## src/inc/eqctl_defs.vh

```
/*
 * constants of the equalizer control logic: register offsets, field
 * positions, reset values and threshold tables.
 * assumes inclusion by bare name from the logic files.
 */
`ifndef EQCTL_DEFS_VH
`define EQCTL_DEFS_VH

// register offsets
`define EQC_ADDR_STAT0      8'h00
`define EQC_ADDR_STAT1      8'h01
`define EQC_ADDR_STAT2      8'h02
`define EQC_ADDR_BOOST_A    8'h03
`define EQC_ADDR_BOOST_B    8'h04
`define EQC_ADDR_ON_THR     8'h05
`define EQC_ADDR_OFF_THR    8'h06
`define EQC_ADDR_EN_SRC     8'h07
`define EQC_ADDR_SWING      8'h08

// reset values
`define EQC_RST_BOOST_A     8'h77
`define EQC_RST_BOOST_B     8'h77
`define EQC_RST_THR         2'h0
`define EQC_RST_EN_SRC      1'h0
`define EQC_RST_SWING       2'h2

// field positions
`define EQC_HI_EN_BIT       7
`define EQC_HI_BOOST_MSB    6
`define EQC_HI_BOOST_LSB    4
`define EQC_LO_EN_BIT       3
`define EQC_LO_BOOST_MSB    2
`define EQC_LO_BOOST_LSB    0
`define EQC_SWING_MSB       3
`define EQC_SWING_LSB       2
`define EQC_THR_MSB         1
`define EQC_THR_LSB         0
`define EQC_EN_SRC_BIT      0
`define EQC_PRES_BIT        0
`define EQC_REV_MSB         7
`define EQC_REV_LSB         4

// boost code extremes
`define EQC_BOOST_MIN       3'h0
`define EQC_BOOST_MAX       3'h7

// presence thresholds in millivolts peak-to-peak
`define EQC_ON_MV_00        8'h46
`define EQC_ON_MV_01        8'h37
`define EQC_ON_MV_10        8'h5A
`define EQC_ON_MV_11        8'h4B
`define EQC_OFF_MV_00       8'h28
`define EQC_OFF_MV_01       8'h1E
`define EQC_OFF_MV_10       8'h37
`define EQC_OFF_MV_11       8'h2D

// misc
`define EQC_ZERO_BYTE       8'h00
`define EQC_REV_DEFAULT     4'h1

`endif

```

## src/logic/eqctl_presence.v

```verilog
/*
 * clock-channel presence flag with hysteresis between the on and off
 * thresholds; the amplitude comes in as a millivolt figure.
 * assumes the amplitude measurement is synchronous to the clock.
 */
`timescale 1ns/100ps
`default_nettype none
`include "eqctl_defs.vh"

module eqctl_presence (
	input  wire       clk_i,
	input  wire       arst_n_i,
	input  wire [7:0] amp_mv_i,
	input  wire [1:0] on_code_i,
	input  wire [1:0] off_code_i,
	output reg  [7:0] on_mv_o,
	output reg  [7:0] off_mv_o,
	output reg        present_o
);
	reg [7:0] on_mv_nxt;
	reg [7:0] off_mv_nxt;
	reg       present_nxt;

	always @* begin
		case (on_code_i) // [RULE_12]
		2'h0:    on_mv_nxt = `EQC_ON_MV_00;
		2'h1:    on_mv_nxt = `EQC_ON_MV_01;
		2'h2:    on_mv_nxt = `EQC_ON_MV_10;
		default: on_mv_nxt = `EQC_ON_MV_11;
		endcase
		case (off_code_i) // [RULE_13]
		2'h0:    off_mv_nxt = `EQC_OFF_MV_00;
		2'h1:    off_mv_nxt = `EQC_OFF_MV_01;
		2'h2:    off_mv_nxt = `EQC_OFF_MV_10;
		default: off_mv_nxt = `EQC_OFF_MV_11;
		endcase
	end

	// thresholds used are the registered ones, so a code change settles in one cycle
	always @* begin
		present_nxt = present_o; // [RULE_17]
		if (amp_mv_i > on_mv_o) begin
			present_nxt = 1'b1; // [RULE_10]
		end else if (amp_mv_i < off_mv_o) begin
			present_nxt = 1'b0; // [RULE_11]
		end
	end

	always @(posedge clk_i or negedge arst_n_i) begin
		if (!arst_n_i) begin
			on_mv_o   <= `EQC_ON_MV_00;
			off_mv_o  <= `EQC_OFF_MV_00;
			present_o <= 1'b0;
		end else begin
			on_mv_o   <= on_mv_nxt;
			off_mv_o  <= off_mv_nxt;
			present_o <= present_nxt;
		end
	end
endmodule
`default_nettype wire

```

## src/logic/eqctl_top.v

```verilog
/*
 * equalizer control logic: boost source selection, active/standby state,
 * clock presence reporting and output swing selection, with the register
 * bank written and read by the management port's protocol engine.
 * assumes a byte-wide register port from that engine, synchronous inputs
 * and one clock.
 */
// Overview of operation
// RULE_01: source pin high: pin code to all
// RULE_02: source pin low: per-channel register codes
// RULE_03: unconnected source pin reads as high
// RULE_04: 3-bit boost, 000 min, 111 max
// RULE_05: source bit 0: enable pin sets state
// RULE_06: source bit 1: register bit, 0 active
// RULE_07: standby powers channels down, control stays
// RULE_08: active enables all data and clock stages; code leaves a channel off if its register disable bit is set while source bit is 1
// RULE_09: presence in status bit and pin alike
// RULE_10: presence high above on threshold
// RULE_11: presence low below off threshold
// RULE_12: on threshold code 70/55/90/75 mV
// RULE_13: off threshold code 40/30/55/45 mV
// RULE_14: one swing code for all drivers
// RULE_15: swing in bits 3:2, default 1000 mV
// RULE_16: board ties presence to enable pin
// RULE_17: hold presence between the two thresholds
`timescale 1ns/100ps
`default_nettype none
`include "eqctl_defs.vh"

module eqctl_top #(
	parameter [3:0] REVISION = `EQC_REV_DEFAULT // arbitrary value
) (
	input  wire       CLK_SYS_I,
	input  wire       ARST_N_I,
	input  wire       BOOST_SRC_PIN_I,
	input  wire       BOOST_SRC_DRIVEN_I,
	input  wire [2:0] BOOST_CODE_PINS_I,
	input  wire       ENABLE_PIN_I,
	input  wire [7:0] CLK_AMP_MV_I,
	input  wire [7:0] REG_ADDR_I,
	input  wire [7:0] REG_WDATA_I,
	input  wire       REG_WR_I,
	input  wire       REG_RD_I,
	output reg  [7:0] REG_RDATA_O,
	output wire       CLOCK_PRESENCE_O,
	output reg        DEVICE_ACTIVE_O,
	output reg  [2:0] DATA_EQ_EN_O,
	output reg  [2:0] DATA_LA_EN_O,
	output reg  [2:0] DATA_BUF_EN_O,
	output reg        CLK_LA_EN_O,
	output reg        CLK_BUF_EN_O,
	output reg  [8:0] BOOST_CODES_O,
	output reg  [1:0] SWING_CODE_O,
	output wire [7:0] ON_THR_MV_O,
	output wire [7:0] OFF_THR_MV_O
);
	// writable state
	reg       ch0_dis_r;
	reg [2:0] ch0_boost_r;
	reg       clk_dis_r;
	reg       ch2_dis_r;
	reg [2:0] ch2_boost_r;
	reg       ch1_dis_r;
	reg [2:0] ch1_boost_r;
	reg [1:0] on_code_r;
	reg [1:0] off_code_r;
	reg       en_src_r;
	reg [1:0] swing_r;

	// next values of the writable state
	reg       ch0_dis_nxt;
	reg [2:0] ch0_boost_nxt;
	reg       clk_dis_nxt;
	reg       ch2_dis_nxt;
	reg [2:0] ch2_boost_nxt;
	reg       ch1_dis_nxt;
	reg [2:0] ch1_boost_nxt;
	reg [1:0] on_code_nxt;
	reg [1:0] off_code_nxt;
	reg       en_src_nxt;
	reg [1:0] swing_nxt;

	// reset images of the two boost registers, split into their fields below
	localparam [7:0] RST_BOOST_A = `EQC_RST_BOOST_A;
	localparam [7:0] RST_BOOST_B = `EQC_RST_BOOST_B;

	wire       presence;
	wire       boost_src;
	wire [8:0] reg_boost;
	wire [2:0] chan_dis;
	reg        active_nxt;
	reg  [7:0] rdata_nxt;
	wire [8:0] boost_nxt;
	wire [2:0] data_en_nxt;
	reg        clk_en_nxt;

	// floating pin is seen as high, as the internal pull-up would make it
	assign boost_src = BOOST_SRC_DRIVEN_I ? BOOST_SRC_PIN_I : 1'b1; // [RULE_03]

	assign reg_boost = {ch2_boost_r, ch1_boost_r, ch0_boost_r};
	assign chan_dis  = {ch2_dis_r, ch1_dis_r, ch0_dis_r};

	// register writes; status offsets and unmapped offsets ignore writes
	always @* begin
		ch0_dis_nxt   = ch0_dis_r;
		ch0_boost_nxt = ch0_boost_r;
		clk_dis_nxt   = clk_dis_r;
		ch2_dis_nxt   = ch2_dis_r;
		ch2_boost_nxt = ch2_boost_r;
		ch1_dis_nxt   = ch1_dis_r;
		ch1_boost_nxt = ch1_boost_r;
		on_code_nxt   = on_code_r;
		off_code_nxt  = off_code_r;
		en_src_nxt    = en_src_r;
		swing_nxt     = swing_r;
		if (REG_WR_I) begin
			case (REG_ADDR_I)
			`EQC_ADDR_BOOST_A: begin
				ch0_dis_nxt   = REG_WDATA_I[`EQC_HI_EN_BIT];
				ch0_boost_nxt = REG_WDATA_I[`EQC_HI_BOOST_MSB:`EQC_HI_BOOST_LSB]; // [RULE_04]
				clk_dis_nxt   = REG_WDATA_I[`EQC_LO_EN_BIT];
			end
			`EQC_ADDR_BOOST_B: begin
				ch2_dis_nxt   = REG_WDATA_I[`EQC_HI_EN_BIT];
				ch2_boost_nxt = REG_WDATA_I[`EQC_HI_BOOST_MSB:`EQC_HI_BOOST_LSB];
				ch1_dis_nxt   = REG_WDATA_I[`EQC_LO_EN_BIT];
				ch1_boost_nxt = REG_WDATA_I[`EQC_LO_BOOST_MSB:`EQC_LO_BOOST_LSB];
			end
			`EQC_ADDR_ON_THR: begin
				on_code_nxt = REG_WDATA_I[`EQC_THR_MSB:`EQC_THR_LSB]; // [RULE_12]
			end
			`EQC_ADDR_OFF_THR: begin
				off_code_nxt = REG_WDATA_I[`EQC_THR_MSB:`EQC_THR_LSB]; // [RULE_13]
			end
			`EQC_ADDR_EN_SRC: begin
				en_src_nxt = REG_WDATA_I[`EQC_EN_SRC_BIT];
			end
			`EQC_ADDR_SWING: begin
				swing_nxt = REG_WDATA_I[`EQC_SWING_MSB:`EQC_SWING_LSB]; // [RULE_15]
			end
			default: begin
				en_src_nxt = en_src_r;
			end
			endcase
		end
	end

	// reserved bits are never stored, so they always read back as zero
	always @(posedge CLK_SYS_I or negedge ARST_N_I) begin
		if (!ARST_N_I) begin
			ch0_dis_r   <= RST_BOOST_A[`EQC_HI_EN_BIT];
			ch0_boost_r <= RST_BOOST_A[`EQC_HI_BOOST_MSB:`EQC_HI_BOOST_LSB];
			clk_dis_r   <= RST_BOOST_A[`EQC_LO_EN_BIT];
			ch2_dis_r   <= RST_BOOST_B[`EQC_HI_EN_BIT];
			ch2_boost_r <= RST_BOOST_B[`EQC_HI_BOOST_MSB:`EQC_HI_BOOST_LSB];
			ch1_dis_r   <= RST_BOOST_B[`EQC_LO_EN_BIT];
			ch1_boost_r <= RST_BOOST_B[`EQC_LO_BOOST_MSB:`EQC_LO_BOOST_LSB];
			on_code_r   <= `EQC_RST_THR;
			off_code_r  <= `EQC_RST_THR;
			en_src_r    <= `EQC_RST_EN_SRC;
			swing_r     <= `EQC_RST_SWING; // [RULE_15]
		end else begin
			ch0_dis_r   <= ch0_dis_nxt;
			ch0_boost_r <= ch0_boost_nxt;
			clk_dis_r   <= clk_dis_nxt;
			ch2_dis_r   <= ch2_dis_nxt;
			ch2_boost_r <= ch2_boost_nxt;
			ch1_dis_r   <= ch1_dis_nxt;
			ch1_boost_r <= ch1_boost_nxt;
			on_code_r   <= on_code_nxt;
			off_code_r  <= off_code_nxt;
			en_src_r    <= en_src_nxt;
			swing_r     <= swing_nxt;
		end
	end

	// device state
	always @* begin
		if (en_src_r) begin
			active_nxt = ~clk_dis_r; // [RULE_06]
		end else begin
			active_nxt = ENABLE_PIN_I; // [RULE_05]
		end
	end

	// boost selection, one mux per data channel
	genvar ch;
	generate
		for (ch = 0; ch < 3; ch = ch + 1) begin : g_chan
			wire [2:0] pin_code;
			wire [2:0] reg_code;
			wire       chan_off;

			// the same pin code goes to every channel
			assign pin_code = BOOST_CODE_PINS_I; // [RULE_01]
			assign reg_code = reg_boost[3*ch+2:3*ch]; // [RULE_02]
			assign boost_nxt[3*ch+2:3*ch] = boost_src ? pin_code : reg_code;
			// per-channel disable bits only count under register control
			assign chan_off = en_src_r & chan_dis[ch];
			assign data_en_nxt[ch] = active_nxt & ~chan_off; // [RULE_08]
		end
	endgenerate

	always @* begin
		clk_en_nxt = active_nxt; // [RULE_08]
	end

	// stage enables; standby drops every channel stage, registers keep running
	always @(posedge CLK_SYS_I or negedge ARST_N_I) begin
		if (!ARST_N_I) begin
			DEVICE_ACTIVE_O <= 1'b0;
			DATA_EQ_EN_O    <= 3'h0;
			DATA_LA_EN_O    <= 3'h0;
			DATA_BUF_EN_O   <= 3'h0;
			CLK_LA_EN_O     <= 1'b0;
			CLK_BUF_EN_O    <= 1'b0;
			BOOST_CODES_O   <= 9'h000;
			SWING_CODE_O    <= `EQC_RST_SWING;
		end else begin
			DEVICE_ACTIVE_O <= active_nxt;
			DATA_EQ_EN_O    <= data_en_nxt; // [RULE_07]
			DATA_LA_EN_O    <= data_en_nxt; // [RULE_07]
			DATA_BUF_EN_O   <= data_en_nxt;
			CLK_LA_EN_O     <= clk_en_nxt; // [RULE_07]
			CLK_BUF_EN_O    <= clk_en_nxt;
			BOOST_CODES_O   <= boost_nxt;
			SWING_CODE_O    <= swing_r; // [RULE_14]
		end
	end

	// presence detector runs in standby too
	eqctl_presence u_presence (
		.clk_i      (CLK_SYS_I),
		.arst_n_i   (ARST_N_I),
		.amp_mv_i   (CLK_AMP_MV_I),
		.on_code_i  (on_code_r),
		.off_code_i (off_code_r),
		.on_mv_o    (ON_THR_MV_O),
		.off_mv_o   (OFF_THR_MV_O),
		.present_o  (presence)
	);

	// pin and status bit come from the same flop, so they cannot disagree
	assign CLOCK_PRESENCE_O = presence; // [RULE_09]

	// read mux; reserved bits and unmapped offsets read zero
	always @* begin
		rdata_nxt = `EQC_ZERO_BYTE;
		case (REG_ADDR_I)
		`EQC_ADDR_STAT0: begin
			rdata_nxt[`EQC_REV_MSB:`EQC_REV_LSB] = REVISION;
			rdata_nxt[`EQC_PRES_BIT]             = presence; // [RULE_09]
		end
		`EQC_ADDR_STAT1: begin
			rdata_nxt[`EQC_HI_BOOST_MSB:`EQC_HI_BOOST_LSB] = BOOST_CODES_O[2:0];
			rdata_nxt[`EQC_LO_EN_BIT]                      = DEVICE_ACTIVE_O;
		end
		`EQC_ADDR_STAT2: begin
			rdata_nxt[`EQC_HI_BOOST_MSB:`EQC_HI_BOOST_LSB] = BOOST_CODES_O[8:6];
			rdata_nxt[`EQC_LO_BOOST_MSB:`EQC_LO_BOOST_LSB] = BOOST_CODES_O[5:3];
		end
		`EQC_ADDR_BOOST_A: begin
			rdata_nxt[`EQC_HI_EN_BIT]                      = ch0_dis_r;
			rdata_nxt[`EQC_HI_BOOST_MSB:`EQC_HI_BOOST_LSB] = ch0_boost_r;
			rdata_nxt[`EQC_LO_EN_BIT]                      = clk_dis_r;
		end
		`EQC_ADDR_BOOST_B: begin
			rdata_nxt[`EQC_HI_EN_BIT]                      = ch2_dis_r;
			rdata_nxt[`EQC_HI_BOOST_MSB:`EQC_HI_BOOST_LSB] = ch2_boost_r;
			rdata_nxt[`EQC_LO_EN_BIT]                      = ch1_dis_r;
			rdata_nxt[`EQC_LO_BOOST_MSB:`EQC_LO_BOOST_LSB] = ch1_boost_r;
		end
		`EQC_ADDR_ON_THR: begin
			rdata_nxt[`EQC_THR_MSB:`EQC_THR_LSB] = on_code_r;
		end
		`EQC_ADDR_OFF_THR: begin
			rdata_nxt[`EQC_THR_MSB:`EQC_THR_LSB] = off_code_r;
		end
		`EQC_ADDR_EN_SRC: begin
			rdata_nxt[`EQC_EN_SRC_BIT] = en_src_r; // [RULE_16]
		end
		`EQC_ADDR_SWING: begin
			rdata_nxt[`EQC_SWING_MSB:`EQC_SWING_LSB] = swing_r;
		end
		default: begin
			rdata_nxt = `EQC_ZERO_BYTE;
		end
		endcase
	end

	// read data is held until the next read strobe
	always @(posedge CLK_SYS_I or negedge ARST_N_I) begin
		if (!ARST_N_I) begin
			REG_RDATA_O <= `EQC_ZERO_BYTE;
		end else if (REG_RD_I) begin
			REG_RDATA_O <= rdata_nxt;
		end
	end
endmodule
`default_nettype wire

```

## config.mk

```make
export PLATFORM = sky130hd
export DESIGN_NAME = eqctl_top
export DESIGN_NICKNAME = d
export VERILOG_FILES = /design/src/logic/eqctl_presence.v /design/src/logic/eqctl_top.v
export VERILOG_INCLUDE_DIRS = /design/src /design/src/inc
export SDC_FILE = /design/constraint.sdc
export NUM_CORES = 1
export LEC_CHECK = 0
export BUFFER_PORTS_ARGS = -buffer_cell sky130_fd_sc_hd__buf_2
export CAP_MARGIN = 20
export CORE_ASPECT_RATIO = 0.5
export CORE_UTILIZATION = 52
export DETAILED_ROUTE_END_ITERATION = 8
export GPL_ROUTABILITY_DRIVEN = 0
export PLACE_DENSITY_LB_ADDON = 0.2
export REMOVE_ABC_BUFFERS = 1
export SYNTH_ARGS = -nofsm -noshare
export SYNTH_HDL_FRONTEND = slang
export SYNTH_SLANG_ARGS = --single-unit
```

## constraint.sdc

```tcl
create_clock -name CLK_SYS_I -period 2.26 [get_ports CLK_SYS_I]
set_input_delay 0 -clock CLK_SYS_I [delete_from_list [all_inputs] [get_ports CLK_SYS_I]]
set_output_delay 0 -clock CLK_SYS_I [all_outputs]
set_load 0.01 [all_outputs]
```

# Word level (Yosys, flattened, before mapping)
# Index checks and enable logic that the tools add are counted.
[word_totals]
output_inout_bits = 48
latch_bits = 0
in_bits = 34
rom_bits = 0
n_memories = 0
ff_bits = 57
mem_bits_rw = 0
word_cells = 68
[classes]
n_bitwise = 10
div = 0
addsub = 0
magnitude_cmp = 2
n_mux = 15
shifts = 0
eq_ne = 12
reduce_logical = 10
n_mul = 0
[ops]
columns = ["cell", "count"]
rows = [
  ["== test 8 x 3 -> 1 bit, second input constant", 4],
  ["case mux 7 bit (3 select lines)", 1],
  ["case mux 6 bit (3 select lines)", 1],
  ["== test 8 x 2 -> 1 bit, second input constant", 2],
  ["case mux 3 bit (5 select lines)", 1],
  ["AND reduction 2 bit", 6],
  ["2-to-1 mux 3 bit", 3],
  ["== test 8 x 1 -> 1 bit, second input constant", 1],
  ["== test 8 x 4 -> 1 bit, second input constant", 1],
  ["greater-than comparator 8 x 7 -> 1 bit", 1],
  ["zero test 8 bit", 1],
  ["< comparator 8 x 6 -> 1 bit", 1],
  ["case mux 1 bit (4 select lines)", 2],
  ["AND 1 bit", 6],
  ["case mux 1 bit (6 select lines)", 1],
  ["== test 2 x 1 -> 1 bit, second input constant", 2],
  ["== test 2 bit, second input constant", 2],
  ["zero test 2 bit", 2],
  ["2-to-1 mux 1 bit", 4],
  ["NOT 1 bit", 4],
  ["case mux 1 bit (3 select lines)", 1],
  ["case mux 1 bit (2 select lines)", 1],
  ["nonzero test 2 bit", 1],
]

# Depth between registers and ports, before layout
# Gate-level depths: netlist of run 1.
[logic_depth]
word_depth = 3
ltp_mapped = 6
mapped_depth_nobuf = 6

# By module
# From an unflattened synthesis of run 1, not the netlist that was laid out.
[unflattened]
cells_unflattened = 260
hier_area_um2 = 2856.5
[modules_own_cells]
columns = ["module", "cells_per_inst", "n_inst", "seq_area_each_um2", "area_each_um2"]
rows = [
  ["eqctl_top", 180, 1, 1089.8, 2030.7],
  ["eqctl_presence", 80, 1, 305.3, 825.8],
]

# Worst setup path before layout of run 1
# OpenSTA, ideal clock, no wires.
[synth_timing]
kind = "reg2reg"
from = "register u_presence.on_mv_o[2]"
to = "register u_presence.present_o"
required_time_ns = 2.117
synth_period_minus_slack_ns = 1.941
setup_ns = 0.143
path_slack_ns = 0.319
t_arrival_ns = 1.797
n_path_buf = 0
stages_incl_launch_ff = 7
cell_sequence = "dfstp_2 inv_1 ha_1 and3_1 a221o_1 a2111oi_0 o221ai_1"
[synth_via]
elab_chain_cells = 2
word_cells_on_any_way = 3
cone_classes = "1 x order compare; 1 x mux; 1 x reduce/logical"
[synth_rtl]
columns = ["element", "line", "text"]
rows = [
  ["from (decl)", "eqctl_presence.v:16", "output reg [7:0] on_mv_o,"],
  ["from (signal assigned)", "eqctl_presence.v:51", "on_mv_o <= `EQC_ON_MV_00;"],
  ["from (signal assigned)", "eqctl_presence.v:55", "on_mv_o <= on_mv_nxt;"],
  ["greater-than comparator 8 x 7 -> 1 bit (*)", "eqctl_presence.v:42", "if (amp_mv_i > on_mv_o) begin"],
  ["2-to-1 mux 1 bit / nonzero test 2 bit (equally long branches)", "n/a", ""],
  ["to (signal assigned)", "eqctl_presence.v:57", "present_o <= present_nxt;"],
  ["to (decl)", "eqctl_presence.v:18", "output reg present_o"],
]
# Mark *: on every way between the ends. The rest lies on a longest branch, timed or not.
# A chain may end at the register's enable or synchronous reset.

# Worst setup path after layout of run 1
# Same ends and word-level chain as after synthesis.

==> results of run 1 <==
[routing by layer]
metal / vias up / part of all wire (%) / GRT usage [%] / wire length, um
li1: 1015 / - / - / -
met1: 1001 / 46 / 27.6 / 2670
met2: 65 / 48 / 36.3 / 2750
met3: 4 / 6.1 / 5.24 / 354
met4: 0 / 0.40 / 4.79 / 23
met5: - / 0 / 0 / 0
[state kept, by name (all words and copies together) (netlist names)]
signal and flops:
u_presence.on_mv_o 6, swing_r 2, u_presence.off_mv_o 5, DATA_BUF_EN_O 3, u_presence.present_o 1, ch1_boost_r 3
BOOST_CODES_O 9, CLK_BUF_EN_O 1, ch0_boost_r 3, ch2_boost_r 3, SWING_CODE_O 2, off_code_r 2
on_code_r 2, clk_dis_r 1, ch1_dis_r 1, en_src_r 1, ch0_dis_r 1, REG_RDATA_O 8
ch2_dis_r 1
[final cells by class]
type,instances,area [um2]
clock buffers,7,76.3
clock inverters,1,5.00
fillers,389,1680
inverters,36,135
multi-input cells,148,1210
flip-flops and latches,55,1400
well taps,70,87.6
repair buffers,91,523
[report_power, final]
part / leakage (nW) / internal, W / switching [W]
Combinational: 1.01 / 0.000135 / 0.000158
Sequential: 0.682 / 0.00104 / 0.0000330
Clock: 0.0422 / 0.000218 / 0.000299
[worst max-delay path, delay by kind of cell, from the launching register on]
| kind | cells | cell delay [ps] |
|---|---|---|
| compound gates | 3 | 870 |
| fa+ha+maj | 1 | 250 |
| buf+inv | 1 | 40 |
| flops | 1 | 550 |
| simple gates | 1 | 150 |
[final timing paths]
check	slack, ps	cells past startpoint	endpoint
worst min-delay path	40	2	REG_RDATA_O[7]$_DFFE_PN0P_
max in group asynchronous	1200	3	u_presence.off_mv_o[3]$_DFF_PN1_
worst min register to register	380	0	SWING_CODE_O[1]$_DFF_PN1_
min in group asynchronous	210	2	SWING_CODE_O[0]$_DFF_PN0_
worst max register to register	270	6	u_presence.present_o$_DFFE_PN0P_
worst max-delay path	270	6	u_presence.present_o$_DFFE_PN0P_
[cell families (layout without fill, tap and decap cells)]
family,after synthesis,count (layout)
simple gates,51,51
buf+inv,56,135
fa+ha+maj,21,21
other cells,2,4
flops,55,55
compound gates,46,46
mux,26,26
[cell usage in the layout, fill, tap and decap left out, drive strengths merged, types with 4 or more instances in the layout]
| cell type | n |
|---|---|
| nand3b | 4 |
| dfrtp | 40 |
| o22ai | 6 |
| inv | 36 |
| nor2b | 7 |
| dfstp | 15 |
| nor2 | 7 |
| a21oi | 8 |
| conb | 4 |
| nand4 | 4 |
| dlygate4sd3 | 13 |
| o21ai | 14 |
| mux2 | 23 |
| clkbuf | 7 |
| nand2 | 11 |
| nand2b | 5 |
| ha | 21 |
| buf | 78 |
[what timing repair did]
action                                 in CTS  in global routing
buffers inserted                            0                  0
hold buffers                               13                  0
endpoints found under the hold margin      52                  0
[stage by stage]
stage / instances / util [%] / power, W / worst slack, ps
2_1_floorplan: 239 / - / 0.00122 / 319
3_3_place_gp: 387 / 63.0 / 0.00136 / 335
3_5_place_dp: 387 / 63.0 / 0.00137 / 274
4_1_cts: 408 / 67.2 / 0.00190 / 262
5_1_grt: 408 / 67.2 / 0.00199 / 173
6_report: 408 / 67.2 / 0.00188 / 272
==> impl_metrics.tcl, run 1 <==
set metrics [dict create \
    finalSetupViolCount 0 \
    synth_edf_count 0 \
    ios 82 \
    grt_max_degree 32 \
    yosys.area_share.xor_xnor_pct 0 \
    ys_types 46 \
    slew_headroom_pct 62.0 \
    grt_pass1_wl_mm 9.10 \
    start_util_pct 56.1 \
    path_cells "inv_1, ha_1, and3_1, a221o_1, a2111oi_0, o221ai_1" \
    overflow 0 \
    fin_hold_ws_ps 41.5 \
    synth.top_cells.by_count "dfrtp_1 (40), inv_1 (36), ha_1 (21), mux2_2 (21), dfstp_2 (15)" \
    tightest_slew_ps 570 \
    leakagePower_nw 1.73 \
    coreArea_um2 5110 \
    clockRootBuffer "clkbuf_8" \
    diodes 0 \
    finalHoldViolations 0 \
    die_width_um 107 \
    crit_path_top_delay_cell "dfstp_2" \
    syn_area_per_cell_um2 11.2 \
    slew_viol_final 0 \
    nets 392 \
    synth-main-ff-cell "dfrtp_1" \
    required_ps 2430 \
    cts_buffers 5 \
    rows 18 \
    yosysTopAreaCell "dfrtp_1" \
    synth_most_common_cell "dfrtp_1" \
    finalSetupTns_ps 0 \
    status "finished clean" \
    synth_compound_area_share_pct 10.3 \
    postRouteAntennaNets 0 \
    fmax_mhz 503 \
    synth_area_um2 2870 \
    maxCapViolCount 0 \
    yosysSeqAreaShare_pct 48.6 \
    wl_per_cell_um 14.2 \
    grt_use_total_pct 21.1 \
    synthCells 257 \
    path_clk_slew_ps 90 \
    drt_iter0_markers 113 \
    area_growth_pct 19.6 \
    synth_top_area_share_pct 34.9 \
    num_vias 2085 \
    dp_hpwl_mm 4.40 \
    clk_latency_ps 300 \
    yosys_warnings 0 \
    die_h_um 54.5 \
    placed_area_um2 3220 \
    synth_top_family_by_area "simple AND/OR/NAND/NOR gates" \
    yosys.area_share.simple_pct 11.4 \
    rsz0062_at_grt "false" \
    dr.pass1.iters 4 \
    power.density_nw_per_um2 549 \
    grt_pass1_vias 1926 \
    r2r-start "u_presence.on_mv_o[2]$_DFF_PN1_" \
    ys_async_sr_fraction_pct 100 \
    cp_max_fo 2 \
    drc 0 \
    cts_max_level 2 \
    cp.arrival_ps 2160 \
    worstSetupStartpoint "u_presence.on_mv_o[2]$_DFF_PN1_" \
    cts_tree "built" \
    drive_gt1_share_pct 39.6 \
    postRouteWirelength_mm 5.80 \
    portBuffers 77 \
    hold_path.startpoint "REG_RD_I" \
    critPathCaptureType "register" \
    min_period_ps 1990 \
    yosys-top-cells-area "dfrtp_1 (35%), dfstp_2 (14%), ha_1 (9.2%)" \
    fin_skew_ps 6.02 \
    worstSetupPathType "register to register" \
    ys_ff_latch 55 \
    grt_antenna_before_repair 0 \
    clockBufferDepth 2 \
    start_kind "register" \
    stdcell_area_um2 3430 \
    vias_per_cell 5.11 \
    clkSinkCount 55 \
    fin_crit_sh_pct 88.0 \
    die-area_um2 5840 \
    ctsResizeCount 0 \
    min_path_type "input port to register" \
    ir_drop_mv 0.312 \
    cpPeakStageDelay_ps 550 \
    synthAdderAreaFrac_pct 9.15 \
    muxShareOfSynthArea_pct 10.8 \
]
(Power assumes the default switching activity.)
==> run 2: changes to the inputs <==
Settings changed: REMOVE_ABC_BUFFERS 1 to default, TNS_END_PERCENT from default to 5.
==> run 2 against run 1 <==
  * Final cell count is 0.25% higher
  * Hold slack better by 3.6 ps
  * Largest cell class unchanged
  * Critical path type unchanged
  * First-iteration DRC count is 34% lower
  * Highest routed layer unchanged
  * Utilization is 0.42 points higher
  * Clock power is 7.9% higher
  * Routed wire length is 1.3% higher
  * Clock skew is 5.4 ps higher
  * Clock-buffer cell count stayed put
  * Design area is 0.62% higher
  * Register-to-register slack worse by 100 ps
  * Sequential power hardly changed
  * Critical endpoint unchanged
  * Non-clock buffer count is 1 higher
==> impl_metrics.tcl, run 2 (synthesis gave the netlist of run 1 again) <==
set metrics [dict create \
    multi_input_area_um2 1210 \
    fmax_mhz 479 \
    tightest_slew_ps 672 \
    worstSetupPathType "register to register" \
    cts_buffers 5 \
    dr.pass1.iters 4 \
    grt_pass1_wl_mm 9.57 \
    grt_max_degree 32 \
    area_growth_pct 20.4 \
    status "finished clean" \
    die-area_um2 5840 \
    cts_tree "built" \
    power.density_nw_per_um2 558 \
    ios 82 \
    slew_headroom_pct 55.2 \
    postRouteAntennaNets 0 \
    portBuffers 77 \
    cp.arrival_ps 2250 \
    use_met1_pct 26.9 \
    rows 18 \
    gr-max-usage-layer "met2" \
    fillers 426 \
    min_path_type "input port to register" \
    rsz0062_at_grt "false" \
    pre_cts_slack_ps 209 \
    cp_max_fo 2 \
    fin_skew_ps 11.4 \
    dp_hpwl_mm 4.44 \
    grtUsageMet2_pct 41.7 \
    grt_pass1_vias 1998 \
    die_width_um 107 \
    num_vias 2088 \
    slew_viol_final 0 \
    clk_latency_ps 310 \
    vias_per_cell 5.11 \
    post_cts_buffers 0 \
    clockBufferDepth 2 \
    min_period_ps 2090 \
    ir_drop_mv 0.313 \
    path_clk_slew_ps 90 \
    finalHoldViolations 0 \
    ff2ff_path_depth 6 \
    top_regs "BOOST_CODES_O: 9 flops, REG_RDATA_O: 8 flops, u_presence.on_mv_o: 6 flops" \
    overflow 0 \
    required_ps 2420 \
    layout_setup_ws_ps 171 \
    hold_depth 2 \
    largest_reg_flops 9 \
    coreArea_um2 5110 \
    critPathCaptureType "register" \
    maxCapViolCount 0 \
    cts_max_level 2 \
    regMostFlops "BOOST_CODES_O" \
    drt_iter0_markers 75 \
    drive_gt1_share_pct 40.1 \
    start_kind "register" \
    leakagePower_nw 1.74 \
    diodes 0 \
    clkSinkCount 55 \
    grt_use_met3_pct 5.24 \
    wl_per_cell_um 14.4 \
    grt_antenna_before_repair 0 \
    die_h_um 54.5 \
    finalSetupViolCount 0 \
    fin_crit_sh_pct 92.4 \
    clockRootBuffer "clkbuf_8" \
    final_cell_mix "buf_2 (77), dfrtp_1 (40), inv_1 (36), mux2_2 (21), ha_1 (21)" \
    final_common_cell "buf_2" \
    start_util_pct 56.1 \
    grt_use_total_pct 22.4 \
    nets 393 \
    seq_area_um2 1400 \
    drc 0 \
    postRouteWirelength_mm 5.87 \
    finalSetupTns_ps 0 \
]
## run 2: power by group
group	total [W]	switching (W)	internal, W
logic	0.000294	0.000158	0.000136
registers	0.00107	0.0000337	0.00104
clock network	0.000558	0.000307	0.000252
## run 2: per-stage QoR
step | power [W] | hold WS, ps | cells | cell area (um2) | util (%)
CTS | 0.00195 | 37.0 | 409 | 3450 | 67.6
global route | 0.00203 | 49.8 | 409 | 3450 | 67.6
finish | 0.00193 | 45.1 | 409 | 3450 | 67.6
floorplan | 0.00126 | -296 | 259 | 2880 | -
global placement | 0.00136 | 63.7 | 388 | 3230 | 63.2
detailed placement | 0.00137 | 67.1 | 388 | 3230 | 63.2
## run 2: path summary, 6_finish.rpt
| check | start | end | slack [ps] |
|---|---|---|---|
| worst max-delay path | u_presence.on_mv_o[2]$_DFF_PN1_ | u_presence.present_o$_DFFE_PN0P_ | 170 |
| worst min register to register | swing_r[1]$_DFFE_PN1P_ | SWING_CODE_O[1]$_DFF_PN1_ | 390 |
| min in group asynchronous | ARST_N_I | BOOST_CODES_O[6]$_DFF_PN0_ | 270 |
| worst max register to register | u_presence.on_mv_o[2]$_DFF_PN1_ | u_presence.present_o$_DFFE_PN0P_ | 170 |
| worst min-delay path | REG_RD_I | REG_RDATA_O[7]$_DFFE_PN0P_ | 50 |
| max in group asynchronous | ARST_N_I | u_presence.off_mv_o[3]$_DFF_PN1_ | 1270 |
## run 2: cell type report
class | instances | area share [%]
clock buffer | 7 | 2.50
clock inverter | 1 | 0.254
inverter | 36 | 3.91
multi-input combinational | 148 | 35.1
sequential | 55 | 40.4
tap | 70 | 2.54
timing repair buffer | 92 | 15.4
## run 2: worst max-delay path, cell delays in order (launching register included)
cell and delay (ps):
dfstp_2 550, inv_1 40, ha_1 260, and3_1 160, a221o_1 320, a2111oi_0 410, o221ai_1 210
## run 2: per-layer routing
layer / wire [um] / vias to the layer above / part of all wire, %
li1: - / 1018 / -
met1: 2580 / 998 / 44
met2: 2930 / 66 / 50
met3: 314 / 6 / 5.3
met4: 51 / 0 / 0.87
met5: 0 / - / 0
## run 2: timing repair
item / 4_1_cts / 5_1_grt
gates resized for setup: 0 / 0
hold buffers: 13 / 0
endpoints found under the hold margin: 51 / 0
==> run 3: changes to the inputs <==
Settings changed: CELL_PAD_IN_SITES_DETAIL_PLACEMENT from default to 0, CELL_PAD_IN_SITES_GLOBAL_PLACEMENT from default to 1, CORE_UTILIZATION 52 to 40.
==> run 3 against run 2 <==
  * Hold slack lost 35 ps
  * Maximum frequency shrank 1.9%
  * Non-clock buffer count shrank 3
  * Critical path depth is the same
  * Clock-buffer cell count grew 1
  * Clock skew shrank 8.1 ps
  * Design area grew 1.6%
  * Critical path type unchanged
  * Largest power group unchanged
==> impl_metrics.tcl, run 3 (synthesis gave the netlist of run 1 again) <==
set metrics [dict create \
    critPathBufInv 1 \
    cts_max_level 2 \
    grt_max_degree 31 \
    start_util_pct 42.2 \
    worstSetupPathType "register to register" \
    post_cts_buffers 0 \
    cpPeakStageDelay_ps 530 \
    cp.arrival_ps 2270 \
    wirelength_met1_mm 2.94 \
    path_cells "inv_1, ha_1, and3_1, a221o_1, a2111oi_0, o221ai_1" \
    final_cell_mix "buf_2 (77), dfrtp_1 (40), inv_1 (36), mux2_2 (21), ha_1 (21)" \
    cp_max_fo 2 \
    slew_viol_final 0 \
    coreArea_um2 6810 \
    area_growth_pct 22.2 \
    finalHoldViolations 0 \
    regMostFlops "BOOST_CODES_O" \
    finalNonFillerCells 428 \
    start_kind "register" \
    grt_use_total_pct 17.6 \
    rows 21 \
    grt_pass1_wl_mm 9.85 \
    crit_path_top_delay_cell "dfstp_2" \
    drc 0 \
    ctsResizeCount 0 \
    dr.pass1.iters 4 \
    finalSetupTns_ps 0 \
    fmax_mhz 469 \
    p_total_w 0.00211 \
    die-area_um2 7540 \
    die_h_um 61.9 \
    tightest_slew_ps 628 \
    dp.cells 409 \
    hold_buffers 11 \
    portBuffers 77 \
    grt_pass1_vias 2029 \
    cts_tree "built" \
    postRouteAntennaNets 0 \
    diodes 0 \
    fin_crit_sh_pct 94.3 \
    min_period_ps 2130 \
    dr_wl_met3_um 289 \
    clockBufferDepth 2 \
    final_common_cell "buf_2" \
    grt_antenna_before_repair 0 \
    largest_reg_flops 9 \
    min_path_type "input port to register" \
    overflow 0 \
    slew_headroom_pct 58.1 \
    pre_cts_slack_ps 78.2 \
    path_clk_slew_ps 70 \
    ios 82 \
    placed_area_um2 3260 \
    status "finished clean" \
    num_vias 2069 \
    ir_drop_mv 0.272 \
    top_regs "BOOST_CODES_O: 9 flops, REG_RDATA_O: 8 flops, u_presence.on_mv_o: 6 flops" \
    drive_gt1_share_pct 39.6 \
    postRouteWirelength_mm 6.09 \
    layout_setup_ws_ps 130 \
    power.density_nw_per_um2 601 \
    finalSetupViolCount 0 \
    vias_per_cell 4.83 \
    dp_hpwl_mm 4.60 \
    critPathCaptureType "register" \
    dr_wl_met2_mm 2.79 \
    clockRootBuffer "clkbuf_16" \
    stdcell_area_um2 3510 \
    drt_iter0_markers 55 \
    die_width_um 122 \
    highest_layer "met4" \
    wl_per_cell_um 14.2 \
    clk_latency_ps 290 \
    nets 390 \
    leakagePower_nw 1.75 \
    cts_buffers 5 \
    rsz0062_at_grt "false" \
    required_ps 2400 \
    fin_skew_ps 3.31 \
    critPathTopFamily "compound AO/OA/AOI/OAI gates" \
    clkSinkCount 55 \
    maxCapViolCount 0 \
]
run 3: final timing paths:
path	from	to	slack (ps)	cells past startpoint
worst max register to register	u_presence.on_mv_o[2]$_DFF_PN1_	u_presence.present_o$_DFFE_PN0P_	130	6
min in group asynchronous	ARST_N_I	BOOST_CODES_O[8]$_DFF_PN0_	270	2
worst min-delay path	REG_WDATA_I[0]	on_code_r[0]$_DFFE_PN0P_	10	2
max in group asynchronous	ARST_N_I	u_presence.on_mv_o[6]$_DFF_PN1_	1350	3
worst max-delay path	u_presence.on_mv_o[2]$_DFF_PN1_	u_presence.present_o$_DFFE_PN0P_	130	6
worst min register to register	swing_r[1]$_DFFE_PN1P_	SWING_CODE_O[1]$_DFF_PN1_	380	0
run 3: routing by layer:
| layer | vias up | global-route usage (%) |
|---|---|---|
| met1 | 990 | 23.1 |
| met5 | - | 0 |
| met4 | 0 | 6.53 |
| li1 | 1020 | - |
| met2 | 51 | 29.0 |
| met3 | 8 | 4.29 |
run 3: where the power goes:
group | switching (W) | total [W] | internal, W | leakage (nW)
registers | 0.0000337 | 0.00108 | 0.00104 | 0.682
clock network | 0.000325 | 0.000738 | 0.000413 | 0.0652
logic | 0.000158 | 0.000293 | 0.000135 | 1.01
run 3: final cells by class:
type	instances	area (um2)
repair buffers	89	515
well taps	92	115
multi-input cells	148	1210
fillers	618	3300
clock buffers	8	136
inverters	36	135
flip-flops and latches	55	1400
run 3: worst register-to-register path, cell delays in order, from the launching register on:
cell       delay [ps]
dfstp_2           530
inv_1              40
ha_1              250
and3_1            160
a221o_1           310
a2111oi_0         480
o221ai_1          210
run 3: per-stage QoR:
| stage | util, % | hold slack (ps) |
|---|---|---|
| 2_1_floorplan | - | -296 |
| 3_3_place_gp | 47.9 | 31.7 |
| 3_5_place_dp | 47.9 | 50.3 |
| 4_1_cts | 51.6 | 5.89 |
| 5_1_grt | 51.6 | 10.8 |
| 6_report | 51.6 | 9.95 |
